[src/core/i2cmm_pkg.sv]
// I2C multimaster controller package: register map, fields, timing and types
package i2cmm_pkg;
    // Byte addresses on the register bus
    localparam int ADDR_W = 5;
    localparam logic [ADDR_W-1:0] OFS_CTRL = 5'h00;
    localparam logic [ADDR_W-1:0] OFS_STATUS = 5'h04;
    localparam logic [ADDR_W-1:0] OFS_FLAG = 5'h08;
    localparam logic [ADDR_W-1:0] OFS_CLKSEL = 5'h0c;
    localparam logic [ADDR_W-1:0] OFS_SHIFT = 5'h10;
    localparam logic [ADDR_W-1:0] OFS_OWN = 5'h14;
    localparam logic [31:0] RD_UNMAPPED = 32'h0000_0000;

    // Control register fields
    localparam int CTL_ENABLE = 7;
    localparam int CTL_EXIT = 6;
    localparam int CTL_WREL = 5;
    localparam int CTL_SPIE = 4;
    localparam int CTL_WTIM = 3;
    localparam int CTL_ACKE = 2;
    localparam int CTL_START = 1;
    localparam int CTL_STOP = 0;

    // Flag and clock-select fields
    localparam int FLG_START_FAIL = 7;
    localparam int FLG_BUSY = 6;
    localparam int FLG_INIT_FREE = 1;
    localparam int FLG_RSV_DIS = 0;
    localparam int CLS_CLK_LVL = 5;
    localparam int CLS_DAT_LVL = 4;
    localparam int PRESC_W = 2;

    // Reset values and byte framing
    localparam logic [7:0] SHIFT_RST = 8'h00;
    localparam logic [7:0] OWN_ADDR_RST = 8'h00;
    localparam logic [3:0] BIT_LAST_DATA = 4'h8;
    localparam logic [3:0] BIT_ACK_DONE = 4'h9;
    localparam logic [3:0] EXT_CODE_LO = 4'h0;
    localparam logic [3:0] EXT_CODE_HI = 4'hf;

    // Timing
    localparam int SYS_CLK_MHZ = 20;
    localparam int HOLD_TIME_NS = 300;
    localparam int HOLD_RAW = (HOLD_TIME_NS * SYS_CLK_MHZ + 999) / 1000;
    localparam int HOLD_CYC = (HOLD_RAW < 1) ? 1 : HOLD_RAW;
    localparam int HOLD_W = 4;
    // Half period of the bus clock in core cycles, one byte per prescaler choice
    localparam logic [31:0] PRESC_HALF = 32'hc864_3219;

    typedef struct packed {
        logic clk;
        logic dat;
    } i2cmm_lines_s;

    typedef struct packed {
        logic master;
        logic arb_lost;
        logic ext_code;
        logic addr_match;
        logic transmit;
        logic ack_seen;
        logic start_seen;
        logic stop_seen;
    } i2cmm_status_s;

    typedef enum logic [2:0] {
        MS_IDLE, MS_START, MS_LOW, MS_HIGH, MS_RS_LOW, MS_RS_HIGH, MS_STOP_LOW, MS_STOP_HIGH
    } i2cmm_mst_e;
endpackage : i2cmm_pkg

[src/core/i2cmm_ctrl.sv]
// I2C multimaster controller with Avalon-MM register access
//
// The Avalon-MM register port and the address map were decided locally.
`timescale 1ns/1ns
// Overview of operation
// RL1: Clearing enable stops all transfers and releases both lines.
// RL2: Moves 8-bit units over one clock and one data line, multimaster.
// RL3: Master generates start, address, direction, data, stop; slave decodes them in hardware.
// RL4: Both lines are open-drain: pull low or release, pull-ups give high.
// RL5: Shift register serialises transmit bytes and collects received bits.
// RL6: Shift register writes start transfers; eight bits, resets to zero.
// RL7: Own address register holds slave address; eight bits, resets to zero.
// RL8: Data latch holds the level driven onto the data line.
// RL9: Interrupt on own address match or extension code reception.
// RL10: Bit counter counts generated and received clocks to frame bytes.
// RL11: Interrupt at falling edge of eighth or ninth clock per timing select.
// RL12: Stop detection raises interrupt when stop interrupt enable is set.
// RL13: Master clock comes from a prescaler-selected sampling rate.
// RL14: Data changes only after a hold time following each clock fall.
// RL15: Start request generates a start condition.
// RL16: With reservation disabled and bus busy, start is ignored and fail flag set.
// RL17: Stop request generates a stop condition.
// RL18: Busy tracked by start and stop; initial value from select bit.
// RL19: Wait controller holds clock low at the wait point until released.
// RL20: Generates acknowledges and detects acknowledge, start and stop.
// RL21: Enabling with clock high and data low detects start; software then exits.
// RL22: Disabling clears status, start fail, busy and line level flags.
// RL23: One clock, synchronised line inputs, reset returns registers to reset values.
module i2cmm_ctrl #(
    parameter int HOLD_CYCLES = i2cmm_pkg::HOLD_CYC
) (
    // Clock, reset, enable
    input wire logic core_clk,
    input wire logic arst_n,
    input wire logic clk_en,
    // Avalon-MM slave
    input wire logic [i2cmm_pkg::ADDR_W-1:0] avs_address,
    input wire logic avs_read,
    input wire logic avs_write,
    input wire logic [31:0] avs_writedata,
    output logic [31:0] avs_readdata,
    output logic avs_waitrequest,
    // Bus lines
    input wire logic bus_clock_pin_i,
    output logic bus_clock_pin_o,
    output logic bus_clock_pin_oe,
    input wire logic bus_data_pin_i,
    output logic bus_data_pin_o,
    output logic bus_data_pin_oe,
    // Bus event
    output logic bus_event_irq
);
    logic ack_reg, enable_reg, spie_reg, wtim_reg, acke_reg, rsv_dis_reg, init_free_reg;
    logic [i2cmm_pkg::PRESC_W-1:0] presc_sel_reg;
    logic [7:0] own_slave_address_reg, bus_shift_register_reg, presc_cnt_reg;
    i2cmm_pkg::i2cmm_lines_s line_s1_reg, line_s2_reg, line_prev_reg;
    i2cmm_pkg::i2cmm_status_s bus_status_register_reg;
    i2cmm_pkg::i2cmm_mst_e mst_state;
    logic busy_reg, start_fail_reg, start_pend_reg, stop_pend_reg;
    logic engaged_reg, addr_phase_reg, wait_reg, sdo_reg, irq_reg;
    logic [3:0] bit_cnt_reg;
    logic [i2cmm_pkg::HOLD_W-1:0] hold_cnt_reg;
    logic [7:0] rd_byte;
    logic wr_fire, ctrl_wr, shift_wr, start_wr, stop_wr, exit_wr, wrel_wr, quiet;
    logic scl_s, sda_s, scl_rise, scl_fall, start_cond, stop_cond, tick, tx_now;
    logic addr_match, ext_code, addr_hit, ev8, ev9, frame_irq, mst_active, scl_low, sda_force;

    // Avalon access completes one cycle after it is presented
    assign avs_waitrequest = (avs_read | avs_write) & ~ack_reg;
    assign wr_fire = avs_write & ack_reg;
    assign ctrl_wr = wr_fire && (avs_address == i2cmm_pkg::OFS_CTRL);
    assign shift_wr = wr_fire && (avs_address == i2cmm_pkg::OFS_SHIFT) && enable_reg;
    assign start_wr = ctrl_wr && avs_writedata[i2cmm_pkg::CTL_START] && enable_reg;
    assign stop_wr = ctrl_wr && avs_writedata[i2cmm_pkg::CTL_STOP] && enable_reg;
    assign exit_wr = ctrl_wr && avs_writedata[i2cmm_pkg::CTL_EXIT] && enable_reg;
    assign wrel_wr = ctrl_wr && avs_writedata[i2cmm_pkg::CTL_WREL] && enable_reg;
    assign quiet = ~enable_reg | exit_wr;

    always_comb begin
        unique case (avs_address)
            i2cmm_pkg::OFS_CTRL: rd_byte = {enable_reg, 2'b00, spie_reg, wtim_reg, acke_reg,
                start_pend_reg, stop_pend_reg};
            i2cmm_pkg::OFS_STATUS: rd_byte = bus_status_register_reg;
            i2cmm_pkg::OFS_FLAG: rd_byte = {start_fail_reg, busy_reg, 4'h0, init_free_reg,
                rsv_dis_reg};
            i2cmm_pkg::OFS_CLKSEL: rd_byte = {2'b00, scl_s & enable_reg, sda_s & enable_reg,
                2'b00, presc_sel_reg};
            i2cmm_pkg::OFS_SHIFT: rd_byte = bus_shift_register_reg;
            i2cmm_pkg::OFS_OWN: rd_byte = own_slave_address_reg;
            default: rd_byte = i2cmm_pkg::RD_UNMAPPED[7:0];
        endcase
    end

    always_ff @(posedge core_clk or negedge arst_n) begin
        if (!arst_n) begin
            ack_reg <= 1'b0;
            avs_readdata <= i2cmm_pkg::RD_UNMAPPED;
        end else if (clk_en) begin
            ack_reg <= (avs_read | avs_write) & ~ack_reg;
            if ((avs_read | avs_write) & ~ack_reg) begin
                avs_readdata <= {24'h00_0000, rd_byte};
            end
        end
    end

    // RL7 own address storage
    always_ff @(posedge core_clk or negedge arst_n) begin
        if (!arst_n) begin
            enable_reg <= 1'b0;
            spie_reg <= 1'b0;
            wtim_reg <= 1'b0;
            acke_reg <= 1'b0;
            rsv_dis_reg <= 1'b0;
            init_free_reg <= 1'b0;
            presc_sel_reg <= '0;
            own_slave_address_reg <= i2cmm_pkg::OWN_ADDR_RST;
        end else if (clk_en && wr_fire) begin
            if (avs_address == i2cmm_pkg::OFS_CTRL) begin
                enable_reg <= avs_writedata[i2cmm_pkg::CTL_ENABLE];
                spie_reg <= avs_writedata[i2cmm_pkg::CTL_SPIE];
                wtim_reg <= avs_writedata[i2cmm_pkg::CTL_WTIM];
                acke_reg <= avs_writedata[i2cmm_pkg::CTL_ACKE];
            end
            if (avs_address == i2cmm_pkg::OFS_FLAG) begin
                rsv_dis_reg <= avs_writedata[i2cmm_pkg::FLG_RSV_DIS];
                init_free_reg <= avs_writedata[i2cmm_pkg::FLG_INIT_FREE];
            end
            if (avs_address == i2cmm_pkg::OFS_CLKSEL) begin
                presc_sel_reg <= avs_writedata[i2cmm_pkg::PRESC_W-1:0];
            end
            if (avs_address == i2cmm_pkg::OFS_OWN) begin
                own_slave_address_reg <= avs_writedata[7:0];
            end
        end
    end

    // RL23 two-stage line synchroniser
    always_ff @(posedge core_clk or negedge arst_n) begin
        if (!arst_n) begin
            line_s1_reg <= '1;
            line_s2_reg <= '1;
            line_prev_reg <= '1;
        end else if (clk_en) begin
            line_s1_reg <= {bus_clock_pin_i, bus_data_pin_i};
            line_s2_reg <= line_s1_reg;
            // RL21 lines idle high while off, so a low data line is a start on enable
            line_prev_reg <= enable_reg ? line_s2_reg : '1;
        end
    end

    assign scl_s = line_s2_reg.clk;
    assign sda_s = line_s2_reg.dat;
    assign scl_rise = enable_reg & scl_s & ~line_prev_reg.clk;
    assign scl_fall = enable_reg & ~scl_s & line_prev_reg.clk;
    // RL20 start and stop detectors
    assign start_cond = enable_reg & scl_s & line_prev_reg.clk & line_prev_reg.dat & ~sda_s;
    assign stop_cond = enable_reg & scl_s & line_prev_reg.clk & ~line_prev_reg.dat & sda_s;

    // RL13 sampling clock prescaler
    assign tick = enable_reg && (presc_cnt_reg == 8'h00);
    always_ff @(posedge core_clk or negedge arst_n) begin
        if (!arst_n) begin
            presc_cnt_reg <= 8'h00;
        end else if (clk_en) begin
            if (!enable_reg || tick) begin
                presc_cnt_reg <= i2cmm_pkg::PRESC_HALF[presc_sel_reg * 8 +: 8] - 8'h01;
            end else begin
                presc_cnt_reg <= presc_cnt_reg - 8'h01;
            end
        end
    end

    // RL9 address compare and extension codes
    assign addr_match = bus_shift_register_reg[7:1] == own_slave_address_reg[7:1];
    assign ext_code = (bus_shift_register_reg[7:4] == i2cmm_pkg::EXT_CODE_LO) ||
        (bus_shift_register_reg[7:4] == i2cmm_pkg::EXT_CODE_HI);
    assign mst_active = mst_state != i2cmm_pkg::MS_IDLE;
    assign ev8 = scl_fall && (bit_cnt_reg == i2cmm_pkg::BIT_LAST_DATA);
    assign ev9 = scl_fall && (bit_cnt_reg == i2cmm_pkg::BIT_ACK_DONE);
    assign addr_hit = ev8 & addr_phase_reg & ~mst_active & (addr_match | ext_code);
    assign tx_now = bus_status_register_reg.transmit;

    // RL2 RL3 RL5 RL10 byte engine shared by master and slave
    always_ff @(posedge core_clk or negedge arst_n) begin
        if (!arst_n) begin
            bus_status_register_reg <= '0;
            bit_cnt_reg <= 4'h0;
            addr_phase_reg <= 1'b0;
            engaged_reg <= 1'b0;
            bus_shift_register_reg <= i2cmm_pkg::SHIFT_RST;
        end else if (clk_en) begin
            bus_status_register_reg.master <= mst_active;
            if (quiet) begin
                // RL22 status cleared while off
                bus_status_register_reg <= '0;
                bit_cnt_reg <= 4'h0;
                addr_phase_reg <= 1'b0;
                engaged_reg <= 1'b0;
            end else if (start_cond) begin
                bus_status_register_reg <= '0;
                bus_status_register_reg.start_seen <= 1'b1;
                bus_status_register_reg.transmit <= mst_state == i2cmm_pkg::MS_START;
                engaged_reg <= mst_state == i2cmm_pkg::MS_START;
                bit_cnt_reg <= 4'h0;
                addr_phase_reg <= 1'b1;
            end else if (stop_cond) begin
                bus_status_register_reg <= '0;
                bus_status_register_reg.stop_seen <= 1'b1;
                engaged_reg <= 1'b0;
                addr_phase_reg <= 1'b0;
                bit_cnt_reg <= 4'h0;
            end else if (scl_rise) begin
                if (bit_cnt_reg < i2cmm_pkg::BIT_LAST_DATA) begin
                    // RL6 received bits land in the shift register
                    bus_shift_register_reg <= {bus_shift_register_reg[6:0], sda_s};
                    bit_cnt_reg <= bit_cnt_reg + 4'h1;
                    if (mst_active && tx_now && sdo_reg && !sda_s) begin
                        bus_status_register_reg.arb_lost <= 1'b1;
                        engaged_reg <= 1'b0;
                    end
                end else begin
                    // RL20 acknowledge detection
                    bus_status_register_reg.ack_seen <= ~sda_s;
                    bit_cnt_reg <= i2cmm_pkg::BIT_ACK_DONE;
                end
            end else if (ev8 && addr_phase_reg) begin
                if (mst_active) begin
                    bus_status_register_reg.transmit <= ~bus_shift_register_reg[0];
                end else if (addr_match || ext_code) begin
                    engaged_reg <= 1'b1;
                    bus_status_register_reg.addr_match <= addr_match;
                    bus_status_register_reg.ext_code <= ext_code;
                    bus_status_register_reg.transmit <= bus_shift_register_reg[0];
                end
            end else if (ev9) begin
                bit_cnt_reg <= 4'h0;
                addr_phase_reg <= 1'b0;
            end else if (shift_wr) begin
                bus_shift_register_reg <= avs_writedata[7:0];
            end
        end
    end

    // RL11 RL12 interrupt and wait point
    assign frame_irq = engaged_reg & ((ev8 & ~wtim_reg) | (ev9 & wtim_reg));
    always_ff @(posedge core_clk or negedge arst_n) begin
        if (!arst_n) begin
            irq_reg <= 1'b0;
            wait_reg <= 1'b0;
        end else if (clk_en) begin
            irq_reg <= ~quiet & (frame_irq | addr_hit | (stop_cond & spie_reg));
            // RL19 wait held until released by software, a stop condition or disable
            // A new wait point beats a software release in the same cycle
            if (quiet || stop_cond) begin
                wait_reg <= 1'b0;
            end else if (frame_irq || addr_hit ||
                    (mst_state == i2cmm_pkg::MS_START && tick)) begin
                wait_reg <= 1'b1;
            end else if (wrel_wr || shift_wr || start_wr || stop_wr) begin
                wait_reg <= 1'b0;
            end
        end
    end
    assign bus_event_irq = irq_reg;

    // RL14 hold counter after each clock fall
    always_ff @(posedge core_clk or negedge arst_n) begin
        if (!arst_n) begin
            hold_cnt_reg <= '0;
        end else if (clk_en) begin
            if (scl_fall) begin
                hold_cnt_reg <= i2cmm_pkg::HOLD_W'(HOLD_CYCLES);
            end else if (hold_cnt_reg != '0) begin
                hold_cnt_reg <= hold_cnt_reg - 1'b1;
            end
        end
    end

    // RL8 data output latch
    always_ff @(posedge core_clk or negedge arst_n) begin
        if (!arst_n) begin
            sdo_reg <= 1'b1;
        end else if (clk_en) begin
            if (quiet || stop_cond) begin
                sdo_reg <= 1'b1;
            end else if (shift_wr) begin
                sdo_reg <= tx_now ? avs_writedata[7] : 1'b1;
            end else if (hold_cnt_reg == i2cmm_pkg::HOLD_W'(1)) begin
                if (bit_cnt_reg == i2cmm_pkg::BIT_LAST_DATA) begin
                    // RL20 acknowledge drive in the ninth bit
                    sdo_reg <= ~(engaged_reg & acke_reg & (addr_phase_reg ? ~mst_active : ~tx_now));
                end else begin
                    sdo_reg <= (tx_now & engaged_reg) ? bus_shift_register_reg[7] : 1'b1;
                end
            end
        end
    end

    // RL16 RL18 busy tracking and start bookkeeping
    always_ff @(posedge core_clk or negedge arst_n) begin
        if (!arst_n) begin
            busy_reg <= 1'b0;
            start_fail_reg <= 1'b0;
            start_pend_reg <= 1'b0;
            stop_pend_reg <= 1'b0;
        end else if (clk_en) begin
            if (!enable_reg) begin
                busy_reg <= ctrl_wr ? ~init_free_reg : 1'b0;
                start_fail_reg <= 1'b0;
                start_pend_reg <= 1'b0;
                stop_pend_reg <= 1'b0;
            end else begin
                if (start_cond) begin
                    busy_reg <= 1'b1;
                end else if (stop_cond) begin
                    busy_reg <= 1'b0;
                end
                if (start_wr && rsv_dis_reg && busy_reg && !mst_active) begin
                    start_fail_reg <= 1'b1;
                end else if (start_wr) begin
                    start_pend_reg <= 1'b1;
                end else if (mst_state == i2cmm_pkg::MS_START || exit_wr) begin
                    start_pend_reg <= 1'b0;
                end
                if (stop_wr && mst_active) begin
                    stop_pend_reg <= 1'b1;
                end else if (mst_state == i2cmm_pkg::MS_STOP_LOW || !mst_active) begin
                    stop_pend_reg <= 1'b0;
                end
            end
        end
    end

    // RL15 RL17 master clock, start and stop generation
    always_ff @(posedge core_clk or negedge arst_n) begin
        if (!arst_n) begin
            mst_state <= i2cmm_pkg::MS_IDLE;
        end else if (clk_en) begin
            if (quiet || bus_status_register_reg.arb_lost) begin
                mst_state <= i2cmm_pkg::MS_IDLE;
            end else begin
                unique case (mst_state)
                    i2cmm_pkg::MS_IDLE: if (start_pend_reg && !busy_reg && scl_s && sda_s) begin
                        mst_state <= i2cmm_pkg::MS_START;
                    end
                    i2cmm_pkg::MS_START: if (tick) begin
                        mst_state <= i2cmm_pkg::MS_LOW;
                    end
                    i2cmm_pkg::MS_LOW: if (stop_pend_reg) begin
                        mst_state <= i2cmm_pkg::MS_STOP_LOW;
                    end else if (start_pend_reg) begin
                        mst_state <= i2cmm_pkg::MS_RS_LOW;
                    end else if (tick && !wait_reg && hold_cnt_reg == '0) begin
                        mst_state <= i2cmm_pkg::MS_HIGH;
                    end
                    i2cmm_pkg::MS_HIGH: if (tick && scl_s) begin
                        mst_state <= i2cmm_pkg::MS_LOW;
                    end
                    i2cmm_pkg::MS_RS_LOW: if (tick) begin
                        mst_state <= i2cmm_pkg::MS_RS_HIGH;
                    end
                    i2cmm_pkg::MS_RS_HIGH: if (tick && scl_s) begin
                        mst_state <= i2cmm_pkg::MS_START;
                    end
                    i2cmm_pkg::MS_STOP_LOW: if (tick) begin
                        mst_state <= i2cmm_pkg::MS_STOP_HIGH;
                    end
                    i2cmm_pkg::MS_STOP_HIGH: if (tick && scl_s) begin
                        mst_state <= i2cmm_pkg::MS_IDLE;
                    end
                endcase
            end
        end
    end

    assign scl_low = (mst_state == i2cmm_pkg::MS_LOW) || (mst_state == i2cmm_pkg::MS_RS_LOW) ||
        (mst_state == i2cmm_pkg::MS_STOP_LOW);
    assign sda_force = (mst_state == i2cmm_pkg::MS_START) ||
        (mst_state == i2cmm_pkg::MS_STOP_LOW) || (mst_state == i2cmm_pkg::MS_STOP_HIGH);

    // RL1 RL4 open-drain drive, nothing while off
    assign bus_clock_pin_o = 1'b0;
    assign bus_data_pin_o = 1'b0;
    assign bus_clock_pin_oe = enable_reg & (scl_low | wait_reg);
    assign bus_data_pin_oe = enable_reg & (sda_force | (~sdo_reg &
        (mst_state != i2cmm_pkg::MS_RS_LOW) && (mst_state != i2cmm_pkg::MS_RS_HIGH)));
endmodule : i2cmm_ctrl

[config.mk]
export PLATFORM = sky130hd
export DESIGN_NAME = i2cmm_ctrl
export DESIGN_NICKNAME = d
export VERILOG_FILES = /design/src/core/i2cmm_pkg.sv /design/src/core/i2cmm_ctrl.sv
export SDC_FILE = /design/constraint.sdc
export NUM_CORES = 1
export LEC_CHECK = 0
export BUFFER_PORTS_ARGS = -buffer_cell sky130_fd_sc_hd__clkbuf_2
export CAP_MARGIN = 20
export CORE_MARGIN = 1.5
export CORE_UTILIZATION = 28
export CTS_BUF_LIST = sky130_fd_sc_hd__clkbuf_4 sky130_fd_sc_hd__clkbuf_8 sky130_fd_sc_hd__clkbuf_16
export DETAILED_ROUTE_END_ITERATION = 16
export SETUP_SLACK_MARGIN = 0.1
export SKIP_CTS_REPAIR_TIMING = 1
export SLEW_MARGIN = 10
export SYNTH_ARGS = -nofsm -noshare
export SYNTH_HDL_FRONTEND = slang
export SYNTH_SLANG_ARGS = --single-unit
export TNS_END_PERCENT = 10
[constraint.sdc]
create_clock -name core_clk -period 2.4 [get_ports core_clk]
set_input_delay 0.36 -clock core_clk [delete_from_list [all_inputs] [get_ports core_clk]]
set_output_delay 0.36 -clock core_clk [all_outputs]
set_load 0.01 [all_outputs]
### Word level (Yosys, flattened, before mapping)

Index checks and enable logic that the tools add are counted.

| storage, ports and cells | value |
|---|---|
| output and inout bits | 38 |
| input bits | 44 |
| bits in registers | 75 |

| operators by class | value |
|---|---|
| shifts and indexed selects | 1 |
| mux-type cells | 82 |
| reductions and logical operators | 96 |
| eq/ne operators | 43 |
| bitwise gates (word level) | 50 |
| order comparisons | 1 |
| add/sub/neg operators | 4 |

Operators with widths:

| operator | number |
|---|---|
| two-way mux 8 bit | 8 |
| one-hot mux 8 bit (6 select lines) | 1 |
| two-way mux 1 bit | 45 |
| two-way mux 3 bit | 14 |
| two-way mux 4 bit | 9 |
| indexed part select 32 x 6 -> 8 bit, first input constant | 1 |
| logical AND 1 bit | 31 |
| nonzero test 4 bit | 7 |
| AND 1 bit | 26 |
| one-hot mux 3 bit (8 select lines) | 1 |
| AND reduction 2 bit | 12 |
| != test 3 bit, second input constant | 7 |
| nonzero test 5 bit | 4 |
| logical OR 1 bit | 16 |
| NOT 1 bit | 16 |
| subtractor 8 x 1 -> 8 bit, second input constant | 2 |
| != test 5 bit, second input constant | 3 |
| equality test 3 bit, second input constant | 4 |
| equality test 4 bit, second input constant | 3 |
| != test 4 bit, second input constant | 3 |
| AND reduction 4 bit | 3 |
| nonzero test 3 bit | 4 |
| equality test 5 x 4 -> 1 bit, second input constant | 2 |
| equality test 5 bit, second input constant | 2 |
| 28 further kinds | 53 |

### Depth between registers and ports, before layout

Gate-level depths: netlist of run 1.

| depth | value |
|---|---|
| depth in word-level cells | 11 |
| depth in mapped cells | 8 |
| depth with buffers taken out | 7 |

### Worst setup path before layout of run 1

OpenSTA, ideal clock, no wires.

| timing path | value |
|---|---|
| path kind | flip-flop to flip-flop |
| start point | register presc_cnt_reg[3] |
| end point | register presc_cnt_reg[4] |
| path buffers | 1 |
| clock period less this slack | 2249 ps |
| arrival time | 2159 ps |
| required time | 2310 ps |
| slack | 151 ps |
| cell stages (with the launch flop) | 9 |
| cells stage by stage | dfrtp_1 nor3_2 a31o_2 buf_2 mux2i_1 ha_1 nand2_1 or4_1 o2111ai_1 |

| on the way | value |
|---|---|
| word-level cells in the longest chain between the ends | 4 |
| elaborated cells between the ends (all ways) | 5 |

Ends and longest elaborated chain:

| what | RTL line | source |
|---|---|---|
| start: declaration | i2cmm_ctrl.sv:55 | `logic [7:0] own_slave_address_reg, bus_shift_register_reg, presc_cnt_reg;` |
| start signal: assignment | i2cmm_ctrl.sv:166 | `presc_cnt_reg <= i2cmm_pkg::PRESC_HALF[presc_sel_reg * 8 +: 8] - 8'h01;` |
| start signal: assignment | i2cmm_ctrl.sv:168 | `presc_cnt_reg <= presc_cnt_reg - 8'h01;` |
| parallel branches: the longest is 3 deep, another holds subtractor 8 x 1 -> 8 bit | n/a |  |
| two-way mux 8 bit * | i2cmm_ctrl.sv:165 | `if (!enable_reg \|\| tick) begin` |

Mark *: on every way between the ends.
A chain may end at the register's enable or synchronous reset.

### Final worst setup path of run 1

Same ends and word-level chain as after synthesis.

==> metrics.csv, run 1 <==
metric;value;unit
status;complete, but fails checks;
violations;negative hold slack;
port-buffer-count;31;
syn_avg_cell_area;9.33;um^2
layout.nets;604;
placedCellCount;759;
fmaxAchievable;457;MHz
use_met2;0.236;
syn2layout_area_growth;15.8;%
preCtsSetupSlack;0.128;ns
async_flop_share;1.00;
period_minus_slack;2.19;ns
cts-root-buf;clkbuf_16;
nFillCells;1705;
crit_arrival;2.44;ns
rsz0062_at_grt;true;
grt_first_pass_wirelength;20400;um
drtPass1Iterations;5;
clk_latency;0.34;ns
first_iter_violations;335;
setup_viol;0;
grt_overflow;0;
fin_setup_tns;0;ns
ys_ff_latch;75;
synthCells;508;
clkSinkCount;75;
hold_viol;30;
leakage;2.41;nW
ys.flop_type;dfrtp_1;
ios;82;
rows;47;
cts_made_buffers;9;
slew_viol_final;0;
worstPathMaxFanout;7;
gr-usage-met3;0.0342;
coreArea;16600;um^2
fp.dieW;133;um
min_path_type;in2async;
hpwl;9640;um
ys_seq_area_frac;0.398;
p_per_area;644;nW/um^2
holdWs;-0.0330;ns
drt_drc_violations_left;0;
worstPathRequired;2.65;ns
fin_skew;0.00861;ns
final_cells;774;
relSlewSlack;0.669;
post_drt_wl_per_cell;16.3;um
antenna_found_initial;0;
layout-drive-gt1-share;0.229;
vias;4113;
synthesis.area;4740;um^2
grt_use_total;0.146;
synth_edf_count;0;
maxCapViolCount;0;
grt.busiest_layer;met2;
tightest_slew;0.493;ns
critPathCaptureType;flop;
ir_worst_vdd;0.000267;V
routed_wl;12600;um
die-area;17700;um^2
cp-start-kind;flop;
via_per_inst;5.31;
met1_usage;0.193;
setup_slack;0.212;ns
grt_pass1_vias;3861;
power;3.54;mW
start_util;0.286;
ctsHtreeMaxLevel;3;
n_antenna_cell;0;
yosys_warnings;0;
gp_congestion;0.880;
fin_crit_sh;0.912;
grt_max_degree;37;
critical_path_class;reg2reg;
clk_pin_slew;0.06;ns
cts_max_path_buffers;2;
die_h;133;um
postRouteAntennaNets;0;
synth_cell_types;74;
cts_tree;done;
==> per-layer routing <==
metal	wire, um	share of wire	vias up
li1	-	-	1918
met1	5740	0.45	2044
met2	6010	0.48	136
met3	696	0.055	15
met4	180	0.014	0
met5	0	0	-
==> area by class of cell <==
cell class,count,area (um^2),share of cell area
clock buffers,11,246,0.0449
clock inverters,4,51.3,0.00935
inverters,17,63.8,0.0116
multi-input cells,391,2610,0.475
flip-flops and latches,75,1890,0.344
well taps,220,275,0.0501
repair buffers,56,358,0.0652
==> cells in the mapped netlist (4+ instances only) <==
cell / count / area [um^2]
a31oi_1: 10 / 62.6
xnor2_1: 6 / 52.6
a22o_1: 11 / 96.3
ha_1: 10 / 125
a21o_1: 4 / 30.0
buf_4: 26 / 195
clkbuf_1: 18 / 67.6
or3_1: 8 / 50.1
nand2b_1: 8 / 50.1
xor2_1: 4 / 35.0
nand2_1: 50 / 188
dfstp_2: 7 / 184
nor4_1: 5 / 31.3
o31a_1: 4 / 35.0
nor3b_1: 4 / 30.0
nor2_1: 38 / 143
a21oi_1: 21 / 105
or2_2: 4 / 25.0
inv_1: 16 / 60.1
o21ai_0: 27 / 135
a22oi_1: 7 / 52.6
a21boi_0: 5 / 37.5
mux2_1: 8 / 90.1
nand3_1: 9 / 45.0
dfrtp_1: 68 / 1700
mux2_2: 33 / 372
nor3_1: 12 / 60.1
nand4_1: 9 / 56.3
buf_2: 4 / 20.0
==> placed cells by master, fill, tap and decap left out, types with 4 or more instances in the layout <==
master	n
nand4_1	9
inv_1	16
xor2_1	4
a21o_1	4
nor3b_1	4
xnor2_1	6
dfrtp_1	67
a31oi_1	10
a21oi_1	21
nor3_1	11
dfstp_2	7
conb_1	26
mux2_2	33
or2_2	4
o21ai_0	27
clkbuf_16	9
nor2_1	38
a22oi_1	7
or3_1	8
ha_1	9
a21boi_0	5
mux2_1	8
o31a_1	4
buf_4	25
a22o_1	11
nor4_1	5
nand2_1	50
nand2b_1	8
nand3_1	9
clkbuf_2	30
==> metrics by stage <==
step	instance area (um^2)	utilization
detailed placement	5170	0.312
global placement	5170	0.312
finish	5490	0.331
global route	5490	0.331
floorplan	4830	-
CTS	5470	0.330
==> where the power goes <==
group,internal (mW),switching (mW),total (mW)
Sequential,1.39,0.143,1.53
Combinational,0.279,0.369,0.648
Clock,0.839,0.522,1.36
Total,2.50,1.03,3.54
==> worst max-delay path, stage by stage, from the launching register on <==
cell       delay [ns]
dfrtp_1          0.44
nor3_2           0.29
a31o_4           0.25
mux2i_2          0.25
ha_2             0.26
nand2_1          0.10
or4_1            0.41
o2111ai_1        0.09
==> cells by family after synthesis <==
| kind of cell | after synthesis | share of synthesized area |
|---|---|---|
| AO/OA/AOI/OAI | 132 | 0.198 |
| XOR/XNOR | 10 | 0.0185 |
| adder cells (fa/ha/maj) | 10 | 0.0264 |
| buffers and inverters | 67 | 0.0763 |
| flip-flops | 75 | 0.398 |
| multiplexers | 44 | 0.104 |
| other | 1 | 0.000791 |
| AND/OR/NAND/NOR | 169 | 0.178 |
==> final timing paths <==
path / startpoint / endpoint / slack (ns) / cells after the start
min in group core_clk: bus_data_pin_i / line_s1_reg[0] / 0.25 / 2
worst max-delay path: presc_cnt_reg[3] / presc_cnt_reg[4] / 0.21 / 7
worst min-delay path: arst_n / bus_shift_register_reg[5] / -0.03 / 1
worst min register to register: avs_readdata[3] / avs_readdata[3] / 0.48 / 2
worst max register to register: presc_cnt_reg[3] / presc_cnt_reg[4] / 0.21 / 7
max in group asynchronous: arst_n / presc_sel_reg[1] / 1.84 / 2
Note: power is estimated with default switching activity, not from simulation.
==> run 2, diff against run 1 <==
--- a/config.mk
+++ b/config.mk
@@ -11,6 +11,7 @@
 export CORE_UTILIZATION = 28
 export CTS_BUF_LIST = sky130_fd_sc_hd__clkbuf_4 sky130_fd_sc_hd__clkbuf_8 sky130_fd_sc_hd__clkbuf_16
 export DETAILED_ROUTE_END_ITERATION = 16
+export REMOVE_ABC_BUFFERS = 1
 export SETUP_SLACK_MARGIN = 0.1
 export SKIP_CTS_REPAIR_TIMING = 1
 export SLEW_MARGIN = 10
==> metrics.csv, run 2 (synthesis results as in run 1) <==
metric;value;unit;change
clk_latency;0.33;ns;about the same
period_minus_slack;2.18;ns;-0.00831 ns
fin_setup_tns;0;ns;unchanged
ctsHtreeMaxLevel;3;;unchanged
post_dp_cell_area;5150;um^2;-0.29%
critical_path_class;reg2reg;;
slew_viol_final;0;;unchanged
clk_pin_slew;0.06;ns;about the same
finish.instance_area;5480;um^2;-0.16%
grt_max_degree;41;;+11%
vias;4115;;+0.049%
hold_viol;0;;-100%
gp_congestion;0.925;;+5.1%
coreArea;16600;um^2;unchanged
grt_overflow;0;;unchanged
cts-root-buf;clkbuf_16;;
grt_use_total;0.151;;+0.00573
tightest_slew;0.733;ns;+0.240 ns
layout.nets;602;;-0.33%
grt_pass1_vias;3994;;+3.4%
power;3.56;mW;+0.64%
start_util;0.286;;unchanged
leakage;2.41;nW;-0.10%
rows;47;;unchanged
ios;82;;unchanged
min_path_type;in2async;;
antenna_found_initial;0;;unchanged
routed_wl;13000;um;+2.6%
die-area;17700;um^2;unchanged
critPathCaptureType;flop;;
hpwl;9710;um;+0.67%
maxCapViolCount;0;;unchanged
cts_max_path_buffers;2;;unchanged
worstPathRequired;2.65;ns;about the same
fin_crit_sh;0.908;;-0.00346
grt_first_pass_wirelength;21400;um;+5.2%
clkSinkCount;75;;unchanged
preCtsSetupSlack;0.141;ns;+0.0123 ns
ir_worst_vdd;0.000267;V;about the same
cp-start-kind;flop;;
cts_tree;done;;
mostFrequentLayoutCell;dfrtp_1;;
post_drt_wl_per_cell;16.8;um;+2.8%
die_h;133;um;unchanged
p_per_area;650;nW/um^2;+0.80%
cts_made_buffers;9;;unchanged
layout-drive-gt1-share;0.230;;+0.000415
port-buffer-count;31;;unchanged
nFillCells;1713;;+0.47%
setup_viol;0;;unchanged
relSlewSlack;0.508;;-0.161
postRouteAntennaNets;0;;unchanged
crit_arrival;2.43;ns;about the same
fin_skew;0.00522;ns;-0.00338 ns
status;finished, final reports clean;;
first_iter_violations;328;;-2.1%
fmaxAchievable;459;MHz;+0.38%
layout_common_cells;dfrtp_1, nand2_1, nor2_1, mux2_2, clkbuf_2;;
syn2layout_area_growth;15.6;%;
fp.dieW;133;um;unchanged
drtPass1Iterations;5;;unchanged
drt_drc_violations_left;0;;unchanged
n_antenna_cell;0;;unchanged
worstPathMaxFanout;7;;unchanged
setup_slack;0.220;ns;+0.00831 ns
via_per_inst;5.32;;+0.18%
rsz0062_at_grt;true;;
-- run 2: layout make-up --
| cell class | instances | area (um^2) | share of cell area |
|---|---|---|---|
| Clock buffer | 14 | 269 | 0.0491 |
| Clock inverter | 2 | 35.0 | 0.00639 |
| Inverter | 17 | 63.8 | 0.0116 |
| Multi-Input combinational cell | 391 | 2610 | 0.476 |
| Sequential cell | 75 | 1890 | 0.344 |
| Tap cell | 220 | 275 | 0.0502 |
| Timing Repair Buffer | 54 | 343 | 0.0626 |
-- run 2: where the power goes --
| group | internal [mW] | total [mW] | switching, mW |
|---|---|---|---|
| Sequential | 1.39 | 1.53 | 0.147 |
| Clock | 0.879 | 1.38 | 0.505 |
| Combinational | 0.280 | 0.644 | 0.364 |
-- run 2: per-layer routing --
metal / track usage / routed length [um]
met5: 0 / 0
met1: 0.205 / 5820
met2: 0.246 / 6160
met3: 0.0312 / 798
met4: 0.0429 / 174
-- run 2: worst paths after layout --
kind                                   from               end  slack [ns]  cells after the start
hold reg to reg             avs_readdata[6]   avs_readdata[6]        0.48                      2
setup reg to reg           presc_cnt_reg[3]  presc_cnt_reg[4]        0.22                      7
min in group core_clk       bus_clock_pin_i    line_s1_reg[1]        0.26                      2
setup / recovery           presc_cnt_reg[3]  presc_cnt_reg[4]        0.22                      7
max in group asynchronous            arst_n        enable_reg        1.80                      2
hold / removal                       arst_n  presc_cnt_reg[3]       0.009                      1
-- run 2: through the flow --
step | cells | utilization | hold WS [ns]
after floorplan | 483 | - | 0.0644
after global routing | 773 | 0.330 | 0.0499
final | 773 | 0.330 | 0.00899
after detailed placement | 757 | 0.311 | 0.384
after global placement | 757 | 0.311 | 0.379
after CTS | 773 | 0.329 | 0.0245
-- run 2: critical path, cell delays in order (launching register included) --
cell       delay, ns
dfrtp_1         0.46
nor3_4          0.25
a31o_2          0.26
mux2i_2         0.27
ha_2            0.27
nand2_1         0.10
or4_1           0.41
o2111ai_1       0.08
